<file path="src/logic/csp_pkg.sv">
/*
 * Shared constants, types and the register map of the compass status and power
 * command block.
 * Assumes a 100 MHz system clock and a byte-wide serial receiver and transmitter
 * on the same clock.
 */
package csp_pkg;

    localparam int          CLK_HZ        = 100_000_000;
    localparam int          WAKE_HOLD_MS  = 100;
    localparam longint      WAKE_HOLD_CYC = (longint'(WAKE_HOLD_MS) * CLK_HZ + 999) / 1000;

    localparam logic [7:0]  CH_WAKE       = 8'h7a;
    localparam logic [7:0]  CH_STATUS     = 8'h49;
    localparam logic [7:0]  CH_START      = 8'h53;
    localparam logic [7:0]  CH_CR         = 8'h0d;
    localparam logic [63:0] SHUT_WORD     = 64'h53687574646f776e;
    localparam logic [3:0]  SHUT_LEN      = 4'h8;

    localparam int          PAY_CHARS     = 23;
    localparam logic [4:0]  IDX_PAY_LAST  = 5'h17;
    localparam logic [4:0]  IDX_CHK_HI    = 5'h18;
    localparam logic [4:0]  IDX_CHK_LO    = 5'h19;
    localparam logic [4:0]  IDX_LAST      = 5'h1a;

    localparam logic [7:0]  RATE_CODE [4] = '{8'h0a, 8'h05, 8'h01, 8'h00};
    localparam logic [3:0]  MODE_CONT     = 4'h1;
    localparam logic [3:0]  MODE_SINGLE   = 4'h3;
    localparam logic [7:0]  CPU_PASS      = 8'hff;
    localparam logic [7:0]  CPU_FAIL      = 8'h7f;
    localparam logic [7:0]  TMP_PASS      = 8'hff;
    localparam logic [7:0]  TMP_FAIL      = 8'hfb;

    localparam logic [7:0]  OFF_CTRL      = 8'h00;
    localparam logic [7:0]  OFF_RANGE     = 8'h04;
    localparam logic [7:0]  OFF_TEMP      = 8'h08;
    localparam logic [7:0]  OFF_SELFTEST  = 8'h0c;
    localparam logic [7:0]  OFF_STATE     = 8'h10;
    localparam logic [7:0]  OFF_IRQ_STAT  = 8'h14;
    localparam logic [7:0]  OFF_IRQ_MASK  = 8'h18;

    localparam logic [2:0]  CTRL_RST      = 3'h0;
    localparam logic [15:0] RANGE_RST     = 16'h7fff;
    localparam logic [7:0]  TEMP_RST      = 8'h00;
    localparam logic [1:0]  SELF_RST      = 2'h3;
    localparam int          IRQ_W         = 4;
    localparam int          IRQ_WAKE      = 0;
    localparam int          IRQ_SHUT      = 1;
    localparam int          IRQ_SENT      = 2;
    localparam int          IRQ_DROP      = 3;

    typedef enum logic [1:0] {
        ST_AWAKE,
        ST_SETTLE,
        ST_ASLEEP
    } csp_pwr_e;

    typedef struct packed {
        logic [7:0]  sw_ver;
        logic [7:0]  hw_ver;
        logic [15:0] unused_a;
        logic [7:0]  rate;
        logic [7:0]  unused_b;
        logic [15:0] range;
        logic [7:0]  temp;
        logic [3:0]  mode;
        logic [7:0]  cpu;
        logic [7:0]  tmp;
    } csp_frame_s;

endpackage

</file>
<file path="src/logic/csp_top.sv">
/*
 * Command interpreter for wake, shutdown and status request, with the status
 * frame generator and a small register file with interrupt.
 * Assumes the received and transmitted bytes come from a serial unit on sys_clk_i.
 */
`timescale 1ns/1ns
// How it works
// - Wake character leaves sleep, no reply.
// - Shutdown plus CR enters sleep silently.
// - Only the wake character ends sleep.
// - Character I sends the status frame.
// - Frame is 27 chars, S first, CR last.
// - Numeric fields are hex, high digit first.
// - Versions, zero fields and range in place.
// - Characters 18-19 carry signed temperature.
// - Character 20 gives mode 1 or 3.
// - Processor status FF pass, 7F fail.
// - Temperature status FF pass, FB fail.
// - Valid only when both self-tests pass.
// - Checksum sums characters 2 to 24.
// - Valid in bit 7, sum in bits 6-0.
// - Continuous and on-request reporting modes exist; continuous only sets mode 1 and cont_mode_o, frames still go on I.
// - Mode resets to on-request reporting.
module csp_top
    import csp_pkg::*;
#(
    parameter logic [7:0]  SW_VERSION = 8'h00,
    parameter logic [7:0]  HW_VERSION = 8'h00,
    parameter longint      HOLD_CYC   = WAKE_HOLD_CYC
) (
    input  wire logic        sys_clk_i,
    input  wire logic        resetn_i,
    input  wire logic        ce_i,
    input  wire logic        rx_valid_i,
    input  wire logic [7:0]  rx_data_i,
    output logic             tx_valid_o,
    output logic [7:0]       tx_data_o,
    input  wire logic        tx_ready_i,
    input  wire logic [7:0]  reg_addr_i,
    input  wire logic [31:0] reg_wdata_i,
    input  wire logic        reg_we_i,
    input  wire logic        reg_re_i,
    output logic [31:0]      reg_rdata_o,
    output logic             sleep_o,
    output logic             cont_mode_o,
    output logic             irq_o
);

    if (HOLD_CYC < 1 || HOLD_CYC >= 64'h0000_0000_0100_0000) begin : g_chk
        $error("HOLD_CYC must lie between 1 and 2**24-1");
    end

    localparam logic [23:0] HOLD_LAST = 24'(HOLD_CYC - 1);

    csp_pwr_e          pwr_q;
    logic [23:0]       hold_q;
    logic [3:0]        match_q;
    logic              busy_q;
    logic [4:0]        idx_q;
    logic [7:0]        tx_data_q;
    csp_frame_s        frm_q;
    logic              mode_cont_q;
    logic [1:0]        rate_sel_q;
    logic [15:0]       range_q;
    logic [7:0]        temp_q;
    logic              cpu_ok_q;
    logic              tmp_ok_q;
    logic [IRQ_W-1:0]  irq_stat_q;
    logic [IRQ_W-1:0]  irq_mask_q;
    logic [31:0]       rdata_q;

    logic              rx_take;
    logic              awake;
    logic              asleep;
    logic              hold_done;
    logic [7:0]        shut_ch;
    logic              wake_hit;
    logic              shut_hit;
    logic              stat_hit;
    logic              drop_hit;
    logic              tx_step;
    logic              sent_hit;
    logic              valid_bit;
    logic [7:0]        sum8;
    logic [7:0]        chk;
    logic [7:0]        next_ch;
    logic [91:0]       frm_bits;
    logic [7:0]        pay_asc [PAY_CHARS];
    logic [IRQ_W-1:0]  irq_ev;
    csp_frame_s        frm_now;

    function automatic logic [7:0] hex_c(input logic [3:0] n);
        hex_c = (n < 4'ha) ? (8'h30 + {4'h0, n}) : (8'h37 + {4'h0, n});
    endfunction

    ////////////////////////////////////////////////////////////////////////////
    // Command decode.

    assign rx_take   = ce_i & rx_valid_i;
    assign awake     = (pwr_q == ST_AWAKE);
    assign asleep    = (pwr_q == ST_ASLEEP);
    assign hold_done = (hold_q == HOLD_LAST);
    assign shut_ch   = SHUT_WORD[8'd63 - {2'h0, match_q[2:0], 3'h0} -: 8];

    assign wake_hit  = rx_take & asleep & (rx_data_i == CH_WAKE);
    assign shut_hit  = rx_take & awake & (match_q == SHUT_LEN) & (rx_data_i == CH_CR);
    assign stat_hit  = rx_take & awake & ~busy_q & (rx_data_i == CH_STATUS);
    // A status request arriving mid-frame is dropped rather than queued, so the
    // host always sees whole frames.
    assign drop_hit  = rx_take & ((asleep & ~wake_hit)
                                  | (pwr_q == ST_SETTLE)
                                  | (awake & busy_q & (rx_data_i == CH_STATUS)));

    always_ff @(posedge sys_clk_i or negedge resetn_i) begin
        if (!resetn_i) begin
            match_q <= 4'h0;
        end else if (ce_i) begin
            if (!awake) begin
                match_q <= 4'h0;
            end else if (rx_take) begin
                if (match_q < SHUT_LEN && rx_data_i == shut_ch) begin
                    match_q <= match_q + 4'h1;
                end else if (rx_data_i == CH_START) begin
                    match_q <= 4'h1;
                end else begin
                    match_q <= 4'h0;
                end
            end
        end
    end

    ////////////////////////////////////////////////////////////////////////////
    // Power state.

    always_ff @(posedge sys_clk_i or negedge resetn_i) begin
        if (!resetn_i) begin
            pwr_q <= ST_AWAKE;
        end else if (ce_i) begin
            case (pwr_q)
                ST_AWAKE: begin
                    if (shut_hit) begin
                        pwr_q <= ST_ASLEEP;
                    end
                end
                ST_SETTLE: begin
                    if (hold_done) begin
                        pwr_q <= ST_AWAKE;
                    end
                end
                ST_ASLEEP: begin
                    if (wake_hit) begin
                        pwr_q <= ST_SETTLE;
                    end
                end
                default: begin
                    pwr_q <= ST_AWAKE;
                end
            endcase
        end
    end

    // The host owes a quiet period after waking; commands inside it are dropped
    // because the sensors may not have settled yet.
    always_ff @(posedge sys_clk_i or negedge resetn_i) begin
        if (!resetn_i) begin
            hold_q <= 24'h0;
        end else if (ce_i) begin
            if (pwr_q == ST_SETTLE && !hold_done) begin
                hold_q <= hold_q + 24'h1;
            end else begin
                hold_q <= 24'h0;
            end
        end
    end

    assign sleep_o = asleep;

    ////////////////////////////////////////////////////////////////////////////
    // Status frame contents, frozen at the request.

    always_comb begin
        frm_now          = '0;
        frm_now.sw_ver   = SW_VERSION;
        frm_now.hw_ver   = HW_VERSION;
        frm_now.rate     = RATE_CODE[rate_sel_q];
        frm_now.range    = range_q;
        frm_now.temp     = temp_q;
        frm_now.mode     = mode_cont_q ? MODE_CONT : MODE_SINGLE;
        frm_now.cpu      = cpu_ok_q ? CPU_PASS : CPU_FAIL;
        frm_now.tmp      = tmp_ok_q ? TMP_PASS : TMP_FAIL;
    end

    always_ff @(posedge sys_clk_i or negedge resetn_i) begin
        if (!resetn_i) begin
            frm_q <= '0;
        end else if (ce_i && stat_hit) begin
            frm_q <= frm_now;
        end
    end

    assign frm_bits = frm_q;

    for (genvar k = 0; k < PAY_CHARS; k++) begin : g_pay
        assign pay_asc[k] = hex_c(frm_bits[91 - 4 * k -: 4]);
    end

    always_comb begin
        sum8 = 8'h00;
        for (int k = 0; k < PAY_CHARS; k++) begin
            sum8 = sum8 + pay_asc[k];
        end
    end

    // Bit 7 belongs to the valid flag, so the sum's own bit 7 is not sent.
    assign valid_bit = (frm_q.cpu == CPU_PASS) && (frm_q.tmp == TMP_PASS);
    assign chk       = {valid_bit, sum8[6:0]};

    ////////////////////////////////////////////////////////////////////////////
    // Frame transmitter.

    assign tx_step  = ce_i & busy_q & tx_ready_i;
    assign sent_hit = tx_step & (idx_q == IDX_LAST);

    always_comb begin
        next_ch = CH_CR;
        if (idx_q < IDX_PAY_LAST) begin
            next_ch = pay_asc[idx_q];
        end else if (idx_q == IDX_PAY_LAST) begin
            next_ch = hex_c(chk[7:4]);
        end else if (idx_q == IDX_CHK_HI) begin
            next_ch = hex_c(chk[3:0]);
        end
    end

    always_ff @(posedge sys_clk_i or negedge resetn_i) begin
        if (!resetn_i) begin
            busy_q    <= 1'b0;
            idx_q     <= 5'h00;
            tx_data_q <= 8'h00;
        end else if (ce_i) begin
            if (stat_hit) begin
                busy_q    <= 1'b1;
                idx_q     <= 5'h00;
                tx_data_q <= CH_START;
            end else if (tx_step) begin
                if (idx_q == IDX_LAST) begin
                    busy_q <= 1'b0;
                end else begin
                    idx_q     <= idx_q + 5'h01;
                    tx_data_q <= next_ch;
                end
            end
        end
    end

    assign tx_valid_o = busy_q;
    assign tx_data_o  = tx_data_q;

    ////////////////////////////////////////////////////////////////////////////
    // Register file.

    always_ff @(posedge sys_clk_i or negedge resetn_i) begin
        if (!resetn_i) begin
            {rate_sel_q, mode_cont_q} <= CTRL_RST;
        end else if (ce_i && reg_we_i && reg_addr_i == OFF_CTRL) begin
            {rate_sel_q, mode_cont_q} <= reg_wdata_i[2:0];
        end
    end

    always_ff @(posedge sys_clk_i or negedge resetn_i) begin
        if (!resetn_i) begin
            range_q <= RANGE_RST;
            temp_q  <= TEMP_RST;
            {tmp_ok_q, cpu_ok_q} <= SELF_RST;
        end else if (ce_i && reg_we_i) begin
            if (reg_addr_i == OFF_RANGE) begin
                range_q <= reg_wdata_i[15:0];
            end
            if (reg_addr_i == OFF_TEMP) begin
                temp_q <= reg_wdata_i[7:0];
            end
            if (reg_addr_i == OFF_SELFTEST) begin
                {tmp_ok_q, cpu_ok_q} <= reg_wdata_i[1:0];
            end
        end
    end

    assign irq_ev = {drop_hit, sent_hit, shut_hit, wake_hit};

    // A new event beats a write-one-to-clear in the same cycle.
    always_ff @(posedge sys_clk_i or negedge resetn_i) begin
        if (!resetn_i) begin
            irq_stat_q <= '0;
            irq_mask_q <= '0;
        end else if (ce_i) begin
            if (reg_we_i && reg_addr_i == OFF_IRQ_STAT) begin
                irq_stat_q <= (irq_stat_q & ~reg_wdata_i[IRQ_W-1:0]) | irq_ev;
            end else begin
                irq_stat_q <= irq_stat_q | irq_ev;
            end
            if (reg_we_i && reg_addr_i == OFF_IRQ_MASK) begin
                irq_mask_q <= reg_wdata_i[IRQ_W-1:0];
            end
        end
    end

    assign irq_o = |(irq_stat_q & irq_mask_q);

    always_ff @(posedge sys_clk_i or negedge resetn_i) begin
        if (!resetn_i) begin
            rdata_q <= 32'h0;
        end else if (ce_i) begin
            rdata_q <= 32'h0;
            if (reg_re_i) begin
                case (reg_addr_i)
                    OFF_CTRL:     rdata_q <= {29'h0, rate_sel_q, mode_cont_q};
                    OFF_RANGE:    rdata_q <= {16'h0, range_q};
                    OFF_TEMP:     rdata_q <= {24'h0, temp_q};
                    OFF_SELFTEST: rdata_q <= {30'h0, tmp_ok_q, cpu_ok_q};
                    OFF_STATE:    rdata_q <= {29'h0, busy_q, pwr_q == ST_SETTLE, asleep};
                    OFF_IRQ_STAT: rdata_q <= {28'h0, irq_stat_q};
                    OFF_IRQ_MASK: rdata_q <= {28'h0, irq_mask_q};
                    default:      rdata_q <= 32'h0;
                endcase
            end
        end
    end

    assign reg_rdata_o = rdata_q;
    assign cont_mode_o = mode_cont_q;
endmodule

</file>
<file path="config.mk">
export PLATFORM = sky130hd
export DESIGN_NAME = csp_top
export DESIGN_NICKNAME = d
export VERILOG_FILES = /design/src/logic/csp_pkg.sv /design/src/logic/csp_top.sv
export SDC_FILE = /design/constraint.sdc
export NUM_CORES = 1
export LEC_CHECK = 0
export BUFFER_PORTS_ARGS = -buffer_cell sky130_fd_sc_hd__buf_4
export CAP_MARGIN = 25
export CORE_ASPECT_RATIO = 0.7
export CORE_UTILIZATION = 50
export DETAILED_ROUTE_END_ITERATION = 10
export GPL_ROUTABILITY_DRIVEN = 0
export PLACE_DENSITY = 0.67
export SYNTH_ARGS = -nofsm -noshare
export SYNTH_HDL_FRONTEND = slang
export SYNTH_SLANG_ARGS = --single-unit
export TNS_END_PERCENT = 30
</file>
<file path="constraint.sdc">
create_clock -name sys_clk_i -period 8.8 [get_ports sys_clk_i]
set_input_delay 0.44 -clock sys_clk_i [delete_from_list [all_inputs] [get_ports sys_clk_i]]
set_output_delay 0.44 -clock sys_clk_i [all_outputs]
set_load 0.05 [all_outputs]
</file>
==> flow_metrics.env, run 1 <==
export IMPL_die_h_um=115
export IMPL_crit_top_cell="fa_1"
export IMPL_fmax_mhz=157
export IMPL_hold_viol=0
export IMPL_dp_worst_setup_slack_ps=2580
export IMPL_drv_cap=0
export IMPL_num_antenna_cells=0
export IMPL_cts_tree="built"
export IMPL_via_per_inst=5.74
export IMPL_path_delay_family="adder cells"
export IMPL_p_int_w=0.00114
export IMPL_holdCritPathClass="in -> async"
export IMPL_drv_slew=0
export IMPL_rr_startpoint="frm_bits[33]$_DFFE_PN0P_"
export IMPL_drt_total_wl_um=23100
export IMPL_grt_pass1_wl_um=37000
export IMPL_hold_ws_ps=35.5
export IMPL_dr_total_vias=7370
export IMPL_endpoint_kind="flop"
export IMPL_netlist_area_mm2=0.00911
export IMPL_critPathRequiredTime_ps=9100
export IMPL_synth_top_area_share_pct=30.2
export IMPL_io_pins=99
export IMPL_net_switching_power_w=0.000367
export IMPL_synth_warnings=0
export IMPL_p_per_area_mw_per_mm2=145
export IMPL_io_buffer_count=65
export IMPL_critical_path_class="reg -> reg"
export IMPL_nets=1177
export IMPL_worst_slew_pin_slew_ps=917
export IMPL_grt_max_degree=77
export IMPL_drt_first_pass_iters=6
export IMPL_initial_core_util_pct=52.1
export IMPL_clock_latency_ps=420
export IMPL_startpoint="frm_bits[33]$_DFFE_PN0P_"
export IMPL_instances_no_fill=1283
export IMPL_combinationalPowerShare_pct=7.5
export IMPL_synth_area_leader_cell="dfrtp_1"
export IMPL_drt_initial_drc_count=722
export IMPL_p_total_w=0.00151
export IMPL_arrival_ps=6660
export IMPL_dp_hpwl_um=17500
export IMPL_track_usage_pct=25.9
export IMPL_clock_skew_ps=9.43
export IMPL_p_clk_share_pct=51.3
export IMPL_core_region_area_mm2=0.0175
export IMPL_synth_seq_area_share_pct=35.1
export IMPL_worstSetupStartpointType="flop"
export IMPL_cts_resized=0
export IMPL_cts_root_buf="clkbuf_16"
export IMPL_clockBufferDepth=2
export IMPL_area_growth_pct=13.8
export IMPL_antenna_found_initial=0
export IMPL_synthArstFlopShare_pct=100
export IMPL_htreeDepth=4
export IMPL_setup_viol=0
export IMPL_synth_area_per_cell_um2=9.21
export IMPL_synth_cell_types=84
export IMPL_worst_path_buf_inv=1
export IMPL_grt_overflow=0
export IMPL_cp_max_fo=6
export IMPL_crit_chain="inv_1, ha_1, nand3_1, o21ai_0, fa_1, fa_1, fa_1, fa_1, fa_1, ha_1, fa_1, a21o_1, a21oi_1, xnor3_1, xnor3_2, mux2i_2, a2111oi_1, a211oi_1"
export IMPL_layout_setup_ws_ps=2440
export IMPL_finalCritPeriodShare_pct=72.3
export IMPL_leakage_nw=4.83
export IMPL_cp_slowest_cell="fa_1"
export IMPL_rows=40
export IMPL_peakVddDrop_uv=107
export IMPL_avgRoutedWirePerCell_um=18.0
export IMPL_seqPwrFrac_pct=41.2
export IMPL_dieArea_mm2=0.0188
export IMPL_synth_common_cells="nand2_1 (150), dfrtp_1 (110), inv_1 (98), o21ai_0 (66), nor2_1 (60)"
export IMPL_grt_pass1_vias=6789
export IMPL_clk_pin_slew_ps=60
export IMPL_ant_nets=0
export IMPL_dpl_cell_count=1250
export IMPL_clock_sinks=127
export IMPL_synth_most_common_cell="nand2_1"
export IMPL_fin_crit_ps=6360
export IMPL_drc=0
export IMPL_cts_hold_buf=0
export IMPL_relSlewSlack_pct=38.9
export IMPL_drive_above_1_share_pct=17.1
export IMPL_ys_seq_elements=127
export IMPL_die_w_um=163
export IMPL_rsz0062_at_grt="false"
export IMPL_numCtsBuffers=17
export IMPL_postCtsSetupBuffers=0
export IMPL_final_setup_tns_ps=0
export IMPL_cpPeakStageDelay_ps=540
export IMPL_synth_edf_count=0
export IMPL_swShare_pct=24.3
export IMPL_synth_flop_cell="dfrtp_1"
export IMPL_outcome="completed"
export IMPL_synthTopCellsByArea="dfrtp_1 (30%), fa_1 (8.8%), nand2_1 (6.2%)"
export IMPL_syn_inst=989
==> logic make-up (layout without fill, tap and decap cells) <==
logic type	count (synthesis)	after routing	share of synthesized area, %
flops	127	127	35.1
xor+xnor	45	45	4.96
buf+inv	156	203	7.51
other cells	2	18	0.0825
simple gates	321	321	16.4
mux	55	55	7.09
fa+ha+maj	83	83	14.7
compound gates	200	200	14.1
==> flip-flops by register name, indices dropped and copies added (netlist names) <==
register	cells
irq_stat_q	4
idx_q	5
reg_rdata_o	16
cont_mode_o	1
tmp_ok_q	1
frm_bits	31
pwr_q	2
match_q	4
tx_valid_o	1
cpu_ok_q	1
temp_q	8
hold_q	24
range_q	16
irq_mask_q	4
rate_sel_q	2
tx_data_o	7
==> cell type report <==
class                      instances  area (µm²)
clock inverter                    12         183
inverter                         101         393
timing repair buffer              70         546
fill                            1556        7100
tap                              231         289
multi-input combinational        722        5290
sequential                       127        3200
clock buffer                      20         467
==> metrics by stage <==
stage          instance area [µm²]  utilization (%)
6_report                     10400             59.3
5_1_grt                      10400             59.3
4_1_cts                      10300             59.2
3_5_place_dp                  9690             55.5
3_3_place_gp                  9690             55.5
2_1_floorplan                 9170                -
==> layer usage <==
metal  vias up  track usage [%]  wire (µm)
met5         -                0          0
met4         0             4.67        129
met3        15             6.20       2120
met2       296             34.4       9270
met1      3615             42.0      11500
li1       3444                -          -
==> final timing paths <==
| path | to | slack, ps | cells after the start |
|---|---|---|---|
| setup / recovery | tx_data_o[0]$_DFFE_PN0P_ | 2440 | 18 |
| max in group asynchronous | tmp_ok_q$_DFFE_PN1P_ | 7730 | 3 |
| setup reg to reg | tx_data_o[0]$_DFFE_PN0P_ | 2440 | 18 |
| hold / removal | frm_bits[37]$_DFFE_PN0P_ | 40 | 1 |
| hold reg to reg | frm_bits[31]$_DFFE_PN0P_ | 500 | 2 |
| min in group sys_clk_i | range_q[9]$_DFFE_PN1P_ | 260 | 2 |
==> power by group through the flow <==
stage                logic, W  registers, W  clock network [W]
detailed placement   0.000111      0.000630                  0
global route         0.000125      0.000622           0.000810
finish               0.000113      0.000620           0.000773
global placement     0.000109      0.000629                  0
floorplan           0.0000720      0.000626                  0
CTS                  0.000112      0.000619           0.000782
==> layout by cell type, fill, tap and decap left out, drive strengths merged, types with 18 or more instances in the layout <==
master,n
nand3,22
fa,40
inv,101
clkbuf,20
buf,70
conb,18
nor2,60
dfrtp,110
ha,43
a21oi,36
xnor2,27
o21ai,74
mux2,40
nand2,150
Power figures use the tool's default switching activity.
==> inputs of run 2 (changes only) <==
--- a/config.mk
+++ b/config.mk
@@ -11,7 +11,7 @@
 export CORE_UTILIZATION = 50
 export DETAILED_ROUTE_END_ITERATION = 10
 export GPL_ROUTABILITY_DRIVEN = 0
-export PLACE_DENSITY = 0.67
+export PLACE_DENSITY = 0.69
 export SYNTH_ARGS = -nofsm -noshare
 export SYNTH_HDL_FRONTEND = slang
 export SYNTH_SLANG_ARGS = --single-unit
==> constraint.sdc (replaced) <==
create_clock -name sys_clk_i -period 5.1 [get_ports sys_clk_i]
set_input_delay 0.255 -clock sys_clk_i [delete_from_list [all_inputs] [get_ports sys_clk_i]]
set_output_delay 0.255 -clock sys_clk_i [all_outputs]
set_load 0.05 [all_outputs]
==> run 2 against run 1 <==
Combinational power grew 83%. Sequential share of layout area fell by 2.3 points. The flow now finishes with violations (setup timing). Clock skew about the same. Utilization is 4.8 points higher. Cell count up 8.2%.
==> flow_metrics.env, run 2 (same netlist as run 1, synthesis figures left out) <==
export IMPL_avgRoutedWirePerCell_um=18.0
export IMPL_antenna_found_initial=0
export IMPL_outcome="finished, violations left"
export IMPL_grt_pass1_vias=7260
export IMPL_cp_slowest_cell="dfrtp_1"
export IMPL_hold_viol=0
export IMPL_area_growth_pct=23.1
export IMPL_drt_total_wl_um=25000
export IMPL_peakVddDrop_uv=174
export IMPL_seqPwrFrac_pct=44.2
export IMPL_critPathRequiredTime_ps=5380
export IMPL_fmax_mhz=176
export IMPL_core_region_area_mm2=0.0175
export IMPL_rows=40
export IMPL_rr_worst_depth=37
export IMPL_nets=1282
export IMPL_htreeDepth=4
export IMPL_drc=0
export IMPL_drv_slew=0
export IMPL_net_switching_power_w=0.000614
export IMPL_p_clk_share_pct=47.3
export IMPL_cts_tree="built"
export IMPL_dr_total_vias=7840
export IMPL_layout_common_cells="buf_4 (171), nand2_1 (150), dfrtp_1 (108)"
export IMPL_drt_initial_drc_count=790
export IMPL_track_usage_pct=27.8
export IMPL_holdCritPathClass="in -> reg"
export IMPL_clockBufferDepth=2
export IMPL_drt_first_pass_iters=5
export IMPL_ant_nets=0
export IMPL_via_per_inst=5.65
export IMPL_failed_checks="setup timing"
export IMPL_dieArea_mm2=0.0188
export IMPL_grt_pass1_wl_um=39500
export IMPL_critical_path_class="reg -> reg"
export IMPL_p_per_area_mw_per_mm2=216
export IMPL_p_int_w=0.00181
export IMPL_worstSetupStartpointType="flop"
export IMPL_swShare_pct=25.4
export IMPL_worst_slew_pin_slew_ps=969
export IMPL_crit_top_cell="buf_4"
export IMPL_grt_overflow=0
export IMPL_place_area_mm2=0.0102
export IMPL_drv_cap=0
export IMPL_relSlewSlack_pct=35.4
export IMPL_io_buffer_count=65
export IMPL_leakage_nw=5.30
export IMPL_cpPeakStageDelay_ps=390
export IMPL_cts_root_buf="clkbuf_16"
export IMPL_endpoint_kind="flop"
export IMPL_io_pins=99
export IMPL_final_setup_tns_ps=-3420
export IMPL_fin_util_pct=64.2
export IMPL_initial_core_util_pct=52.1
export IMPL_grt_max_degree=68
export IMPL_largest_reg_flops=31
export IMPL_finalInstanceArea_mm2=0.0112
export IMPL_dp_worst_setup_slack_ps=-630
export IMPL_p_total_w=0.00242
export IMPL_cp_max_fo=4
export IMPL_combinationalPowerShare_pct=8.5
export IMPL_fin_crit_ps=5670
export IMPL_arrival_ps=5950
export IMPL_finalCritPeriodShare_pct=111
export IMPL_num_antenna_cells=0
export IMPL_rsz0062_at_grt="true"
export IMPL_die_h_um=115
export IMPL_clock_latency_ps=420
export IMPL_die_w_um=163
export IMPL_setup_viol=7
export IMPL_clock_sinks=127
export IMPL_hold_depth=2
export IMPL_numCtsBuffers=17
export IMPL_dp_hpwl_um=18100
export IMPL_drive_above_1_share_pct=27.1
export IMPL_clock_skew_ps=9.89
export IMPL_final_common_cell="buf_4"
export IMPL_clk_pin_slew_ps=60
export IMPL_layout_setup_ws_ps=-572
-- run 2: worst paths after layout --
path                                          startpoint  slack, ps                  endpoint
worst min register to register     temp_q[7]$_DFFE_PN0P_        490  frm_bits[27]$_DFFE_PN0P_
worst max register to register  frm_bits[37]$_DFFE_PN0P_       -570  tx_data_o[0]$_DFFE_PN0P_
worst max-delay path            frm_bits[37]$_DFFE_PN0P_       -570  tx_data_o[0]$_DFFE_PN0P_
worst min-delay path                     reg_wdata_i[13]         70   range_q[13]$_DFFE_PN1P_
min in group asynchronous                       resetn_i        510  tx_data_o[2]$_DFFE_PN0P_
max in group asynchronous                       resetn_i       3210  frm_bits[14]$_DFFE_PN0P_
-- run 2: area by class of cell --
class,instances,area [µm²]
Fill cell,1426,6260
Clock inverter,10,87.6
Tap cell,231,289
Multi-Input combinational cell,722,5450
Clock buffer,22,464
Sequential cell,127,3200
Inverter,101,393
Timing Repair Buffer,175,1330
-- run 2: critical path, delay by kind of cell, from the launching register on --
family                   cells  cell delay (ps)
AO/OA/AOI/OAI                3              560
XOR/XNOR                     2              690
adder cells (fa/ha/maj)      1              140
buffers and inverters       29             3430
flip-flops                   1              390
multiplexers                 1              240
AND/OR/NAND/NOR              1               40
-- run 2: power groups by stage --
stage | combinational (W) | sequential, W | clock [W]
after detailed placement | 0.000198 | 0.00109 | 0
after CTS | 0.000203 | 0.00107 | 0.00116
after global placement | 0.000196 | 0.00109 | 0
after global routing | 0.000229 | 0.00107 | 0.00121
after floorplan | 0.000125 | 0.00108 | 0
final | 0.000207 | 0.00107 | 0.00114
-- run 2: per-layer routing --
metal  GRT usage (%)  wire (µm)
met1            42.9      12100
met2            38.5      10300
met3            7.36       2330
met4            5.86        230
met5               0          0
-- run 2: timing repair --
item / in CTS / in global routing
gates resized for setup: 21 / 19
hold endpoints to repair: 8 / 0
endpoints found under the setup margin: 7 / 7
hold buffers: 1 / 0
buffers inserted: 32 / 2
pin swaps: 15 / 7
-- run 2: through the flow --
stage | hold WS [ps] | cells
finish | 70.5 | 1388
global placement | 429 | 1321
detailed placement | 433 | 1321
CTS | 68.0 | 1386
global route | 60.6 | 1388
floorplan | -40.6 | 1005
==> inputs of run 3 (changes only) <==
--- a/config.mk
+++ b/config.mk
@@ -11,7 +11,7 @@
 export CORE_UTILIZATION = 50
 export DETAILED_ROUTE_END_ITERATION = 10
 export GPL_ROUTABILITY_DRIVEN = 0
-export PLACE_DENSITY = 0.69
+export PLACE_DENSITY = 0.67
 export SYNTH_ARGS = -nofsm -noshare
 export SYNTH_HDL_FRONTEND = slang
 export SYNTH_SLANG_ARGS = --single-unit
==> constraint.sdc (replaced) <==
create_clock -name sys_clk_i -period 7 [get_ports sys_clk_i]
set_input_delay 0.35 -clock sys_clk_i [delete_from_list [all_inputs] [get_ports sys_clk_i]]
set_output_delay 0.35 -clock sys_clk_i [all_outputs]
set_load 0.05 [all_outputs]
==> run 3 against run 2 <==
The flow now finishes without violations. Clock-buffer cell count rose by 3. Final area fell by 8.2%. Clock power fell by 25%. Maximum frequency fell by 10%. Register-to-register slack improved by 1300 ps. Critical path depth fell by 19. Sequential power fell by 27%. Via count fell by 6.8%. Global-route usage fell by 2.4 points. Cell count fell by 7.4%. Largest cell class unchanged. Largest power group unchanged. Highest routed layer unchanged.
==> flow_metrics.env, run 3 (same netlist as run 1, synthesis figures left out) <==
export IMPL_io_pins=99
export IMPL_cp_max_fo=7
export IMPL_p_clk_share_pct=48.1
export IMPL_hold_ws_ps=168
export IMPL_drc=0
export IMPL_track_usage_pct=25.3
export IMPL_leakage_nw=4.79
export IMPL_dr_total_vias=7304
export IMPL_p_int_w=0.00134
export IMPL_dieArea_mm2=0.0188
export IMPL_nets=1179
export IMPL_net_switching_power_w=0.000438
export IMPL_rr_worst_depth=18
export IMPL_rsz0062_at_grt="false"
export IMPL_p_total_w=0.00178
export IMPL_relSlewSlack_pct=36.3
export IMPL_dp_hpwl_um=17400
export IMPL_die_w_um=163
export IMPL_worstSetupStartpointType="flop"
export IMPL_drt_initial_drc_count=600
export IMPL_grt_pass1_wl_um=36300
export IMPL_min_from="reg_wdata_i[8]"
export IMPL_timing_rr_end="tx_data_o[0]$_DFFE_PN0P_"
export IMPL_num_antenna_cells=0
export IMPL_die_h_um=115
export IMPL_startpoint="frm_bits[25]$_DFFE_PN0P_"
export IMPL_final_setup_tns_ps=0
export IMPL_clockBufferDepth=2
export IMPL_fmax_mhz=159
export IMPL_combinationalPowerShare_pct=8.0
export IMPL_htreeDepth=4
export IMPL_clock_latency_ps=410
export IMPL_hold_viol=0
export IMPL_cts_resized=0
export IMPL_drive_above_1_share_pct=16.5
export IMPL_clk_pin_slew_ps=60
export IMPL_cts_tree="built"
export IMPL_clock_sinks=127
export IMPL_cts_root_buf="clkbuf_16"
export IMPL_final_common_cell="nand2_1"
export IMPL_avgRoutedWirePerCell_um=17.9
export IMPL_rr_startpoint="frm_bits[25]$_DFFE_PN0P_"
export IMPL_area_growth_pct=12.9
export IMPL_ant_nets=0
export IMPL_drt_first_pass_iters=6
export IMPL_swShare_pct=24.7
export IMPL_peakVddDrop_uv=160
export IMPL_drv_slew=0
export IMPL_postCtsSetupBuffers=0
export IMPL_initial_core_util_pct=52.1
export IMPL_grt_pass1_vias=6712
export IMPL_worst_slew_pin_slew_ps=944
export IMPL_ff2ff_setup_slack_ps=700
export IMPL_outcome="completed"
export IMPL_grt_overflow=0
export IMPL_drt_total_wl_um=23000
export IMPL_rows=40
export IMPL_io_buffer_count=65
export IMPL_endpoint_kind="flop"
export IMPL_finalCritPeriodShare_pct=90.0
export IMPL_setup_viol=0
export IMPL_antenna_found_initial=0
export IMPL_fin_crit_ps=6300
export IMPL_drv_cap=0
export IMPL_seqPwrFrac_pct=43.9
export IMPL_via_per_inst=5.68
export IMPL_cp_endpoint="tx_data_o[0]$_DFFE_PN0P_"
export IMPL_largest_reg_flops=31
export IMPL_holdCritPathClass="in -> reg"
export IMPL_critical_path_class="reg -> reg"
export IMPL_grt_max_degree=81
export IMPL_p_per_area_mw_per_mm2=173
export IMPL_core_region_area_mm2=0.0175
export IMPL_layout_common_cells="nand2_1 (150), dfrtp_1 (110), inv_1 (98)"
export IMPL_clock_skew_ps=11.1
export IMPL_critPathRequiredTime_ps=7300
export IMPL_fillers=1570
export IMPL_numCtsBuffers=17
export IMPL_arrival_ps=6590
## run 3: what timing repair did
action / CTS / global route
hold buffers: 1 / 0
setup endpoints to repair: 0 / 0
endpoints found under the hold margin: 38 / 0
## run 3: cell type report
cell class	instances	area [µm²]	share of cell area, %
well taps	231	289	2.81
clock buffers	25	465	4.52
flip-flops and latches	127	3200	31.1
multi-input cells	722	5290	51.4
inverters	101	393	3.82
repair buffers	72	563	5.47
clock inverters	7	87.6	0.851
## run 3: how the worst min path moves through the flow
stage	endpoint	slack, ps	cells after the start
after floorplan	cont_mode_o$_DFFE_PN0P_	50	0
after global placement	frm_bits[36]$_DFFE_PN0P_	400	1
after detailed placement	frm_bits[36]$_DFFE_PN0P_	400	1
after CTS	range_q[8]$_DFFE_PN1P_	150	2
after global routing	range_q[9]$_DFFE_PN1P_	170	2
final	range_q[8]$_DFFE_PN1P_	170	2
## run 3: worst max-delay path, stage by stage (launching register included)
cell	delay [ps]
dfrtp_1	460
inv_1	100
ha_1	230
nand3_1	90
o21ai_0	360
fa_1	480
fa_1	540
fa_1	450
fa_1	530
fa_1	510
ha_1	240
fa_1	420
a21o_1	190
a21oi_1	210
xnor3_1	280
xnor3_2	340
mux2i_2	330
a2111oi_1	120
a211oi_1	280
## run 3: power groups by stage
stage	Sequential (W)	Combinational, W	Clock (W)
finish	0.000780	0.000142	0.000854
global route	0.000782	0.000155	0.000894
CTS	0.000778	0.000140	0.000865
detailed placement	0.000791	0.000139	0
global placement	0.000790	0.000138	0
floorplan	0.000787	0.0000905	0
## run 3: per-stage QoR
stage,setup WS (ps),util (%),std cells,area (µm²)
detailed placement,731,55.5,1251,9700
CTS,694,58.7,1284,10300
global route,389,58.9,1285,10300
global placement,857,55.5,1251,9700
floorplan,1300,-,1005,9170
finish,700,58.9,1285,10300
## run 3: metal layers
layer	part of all wire [%]	vias up	wire length (µm)	global-route usage, %
li1	-	3445	-	-
met1	51	3561	11700	40.0
met2	39	279	9060	33.6
met3	8.8	19	2020	7.54
met4	0.74	0	171	5.11
met5	0	-	0	0
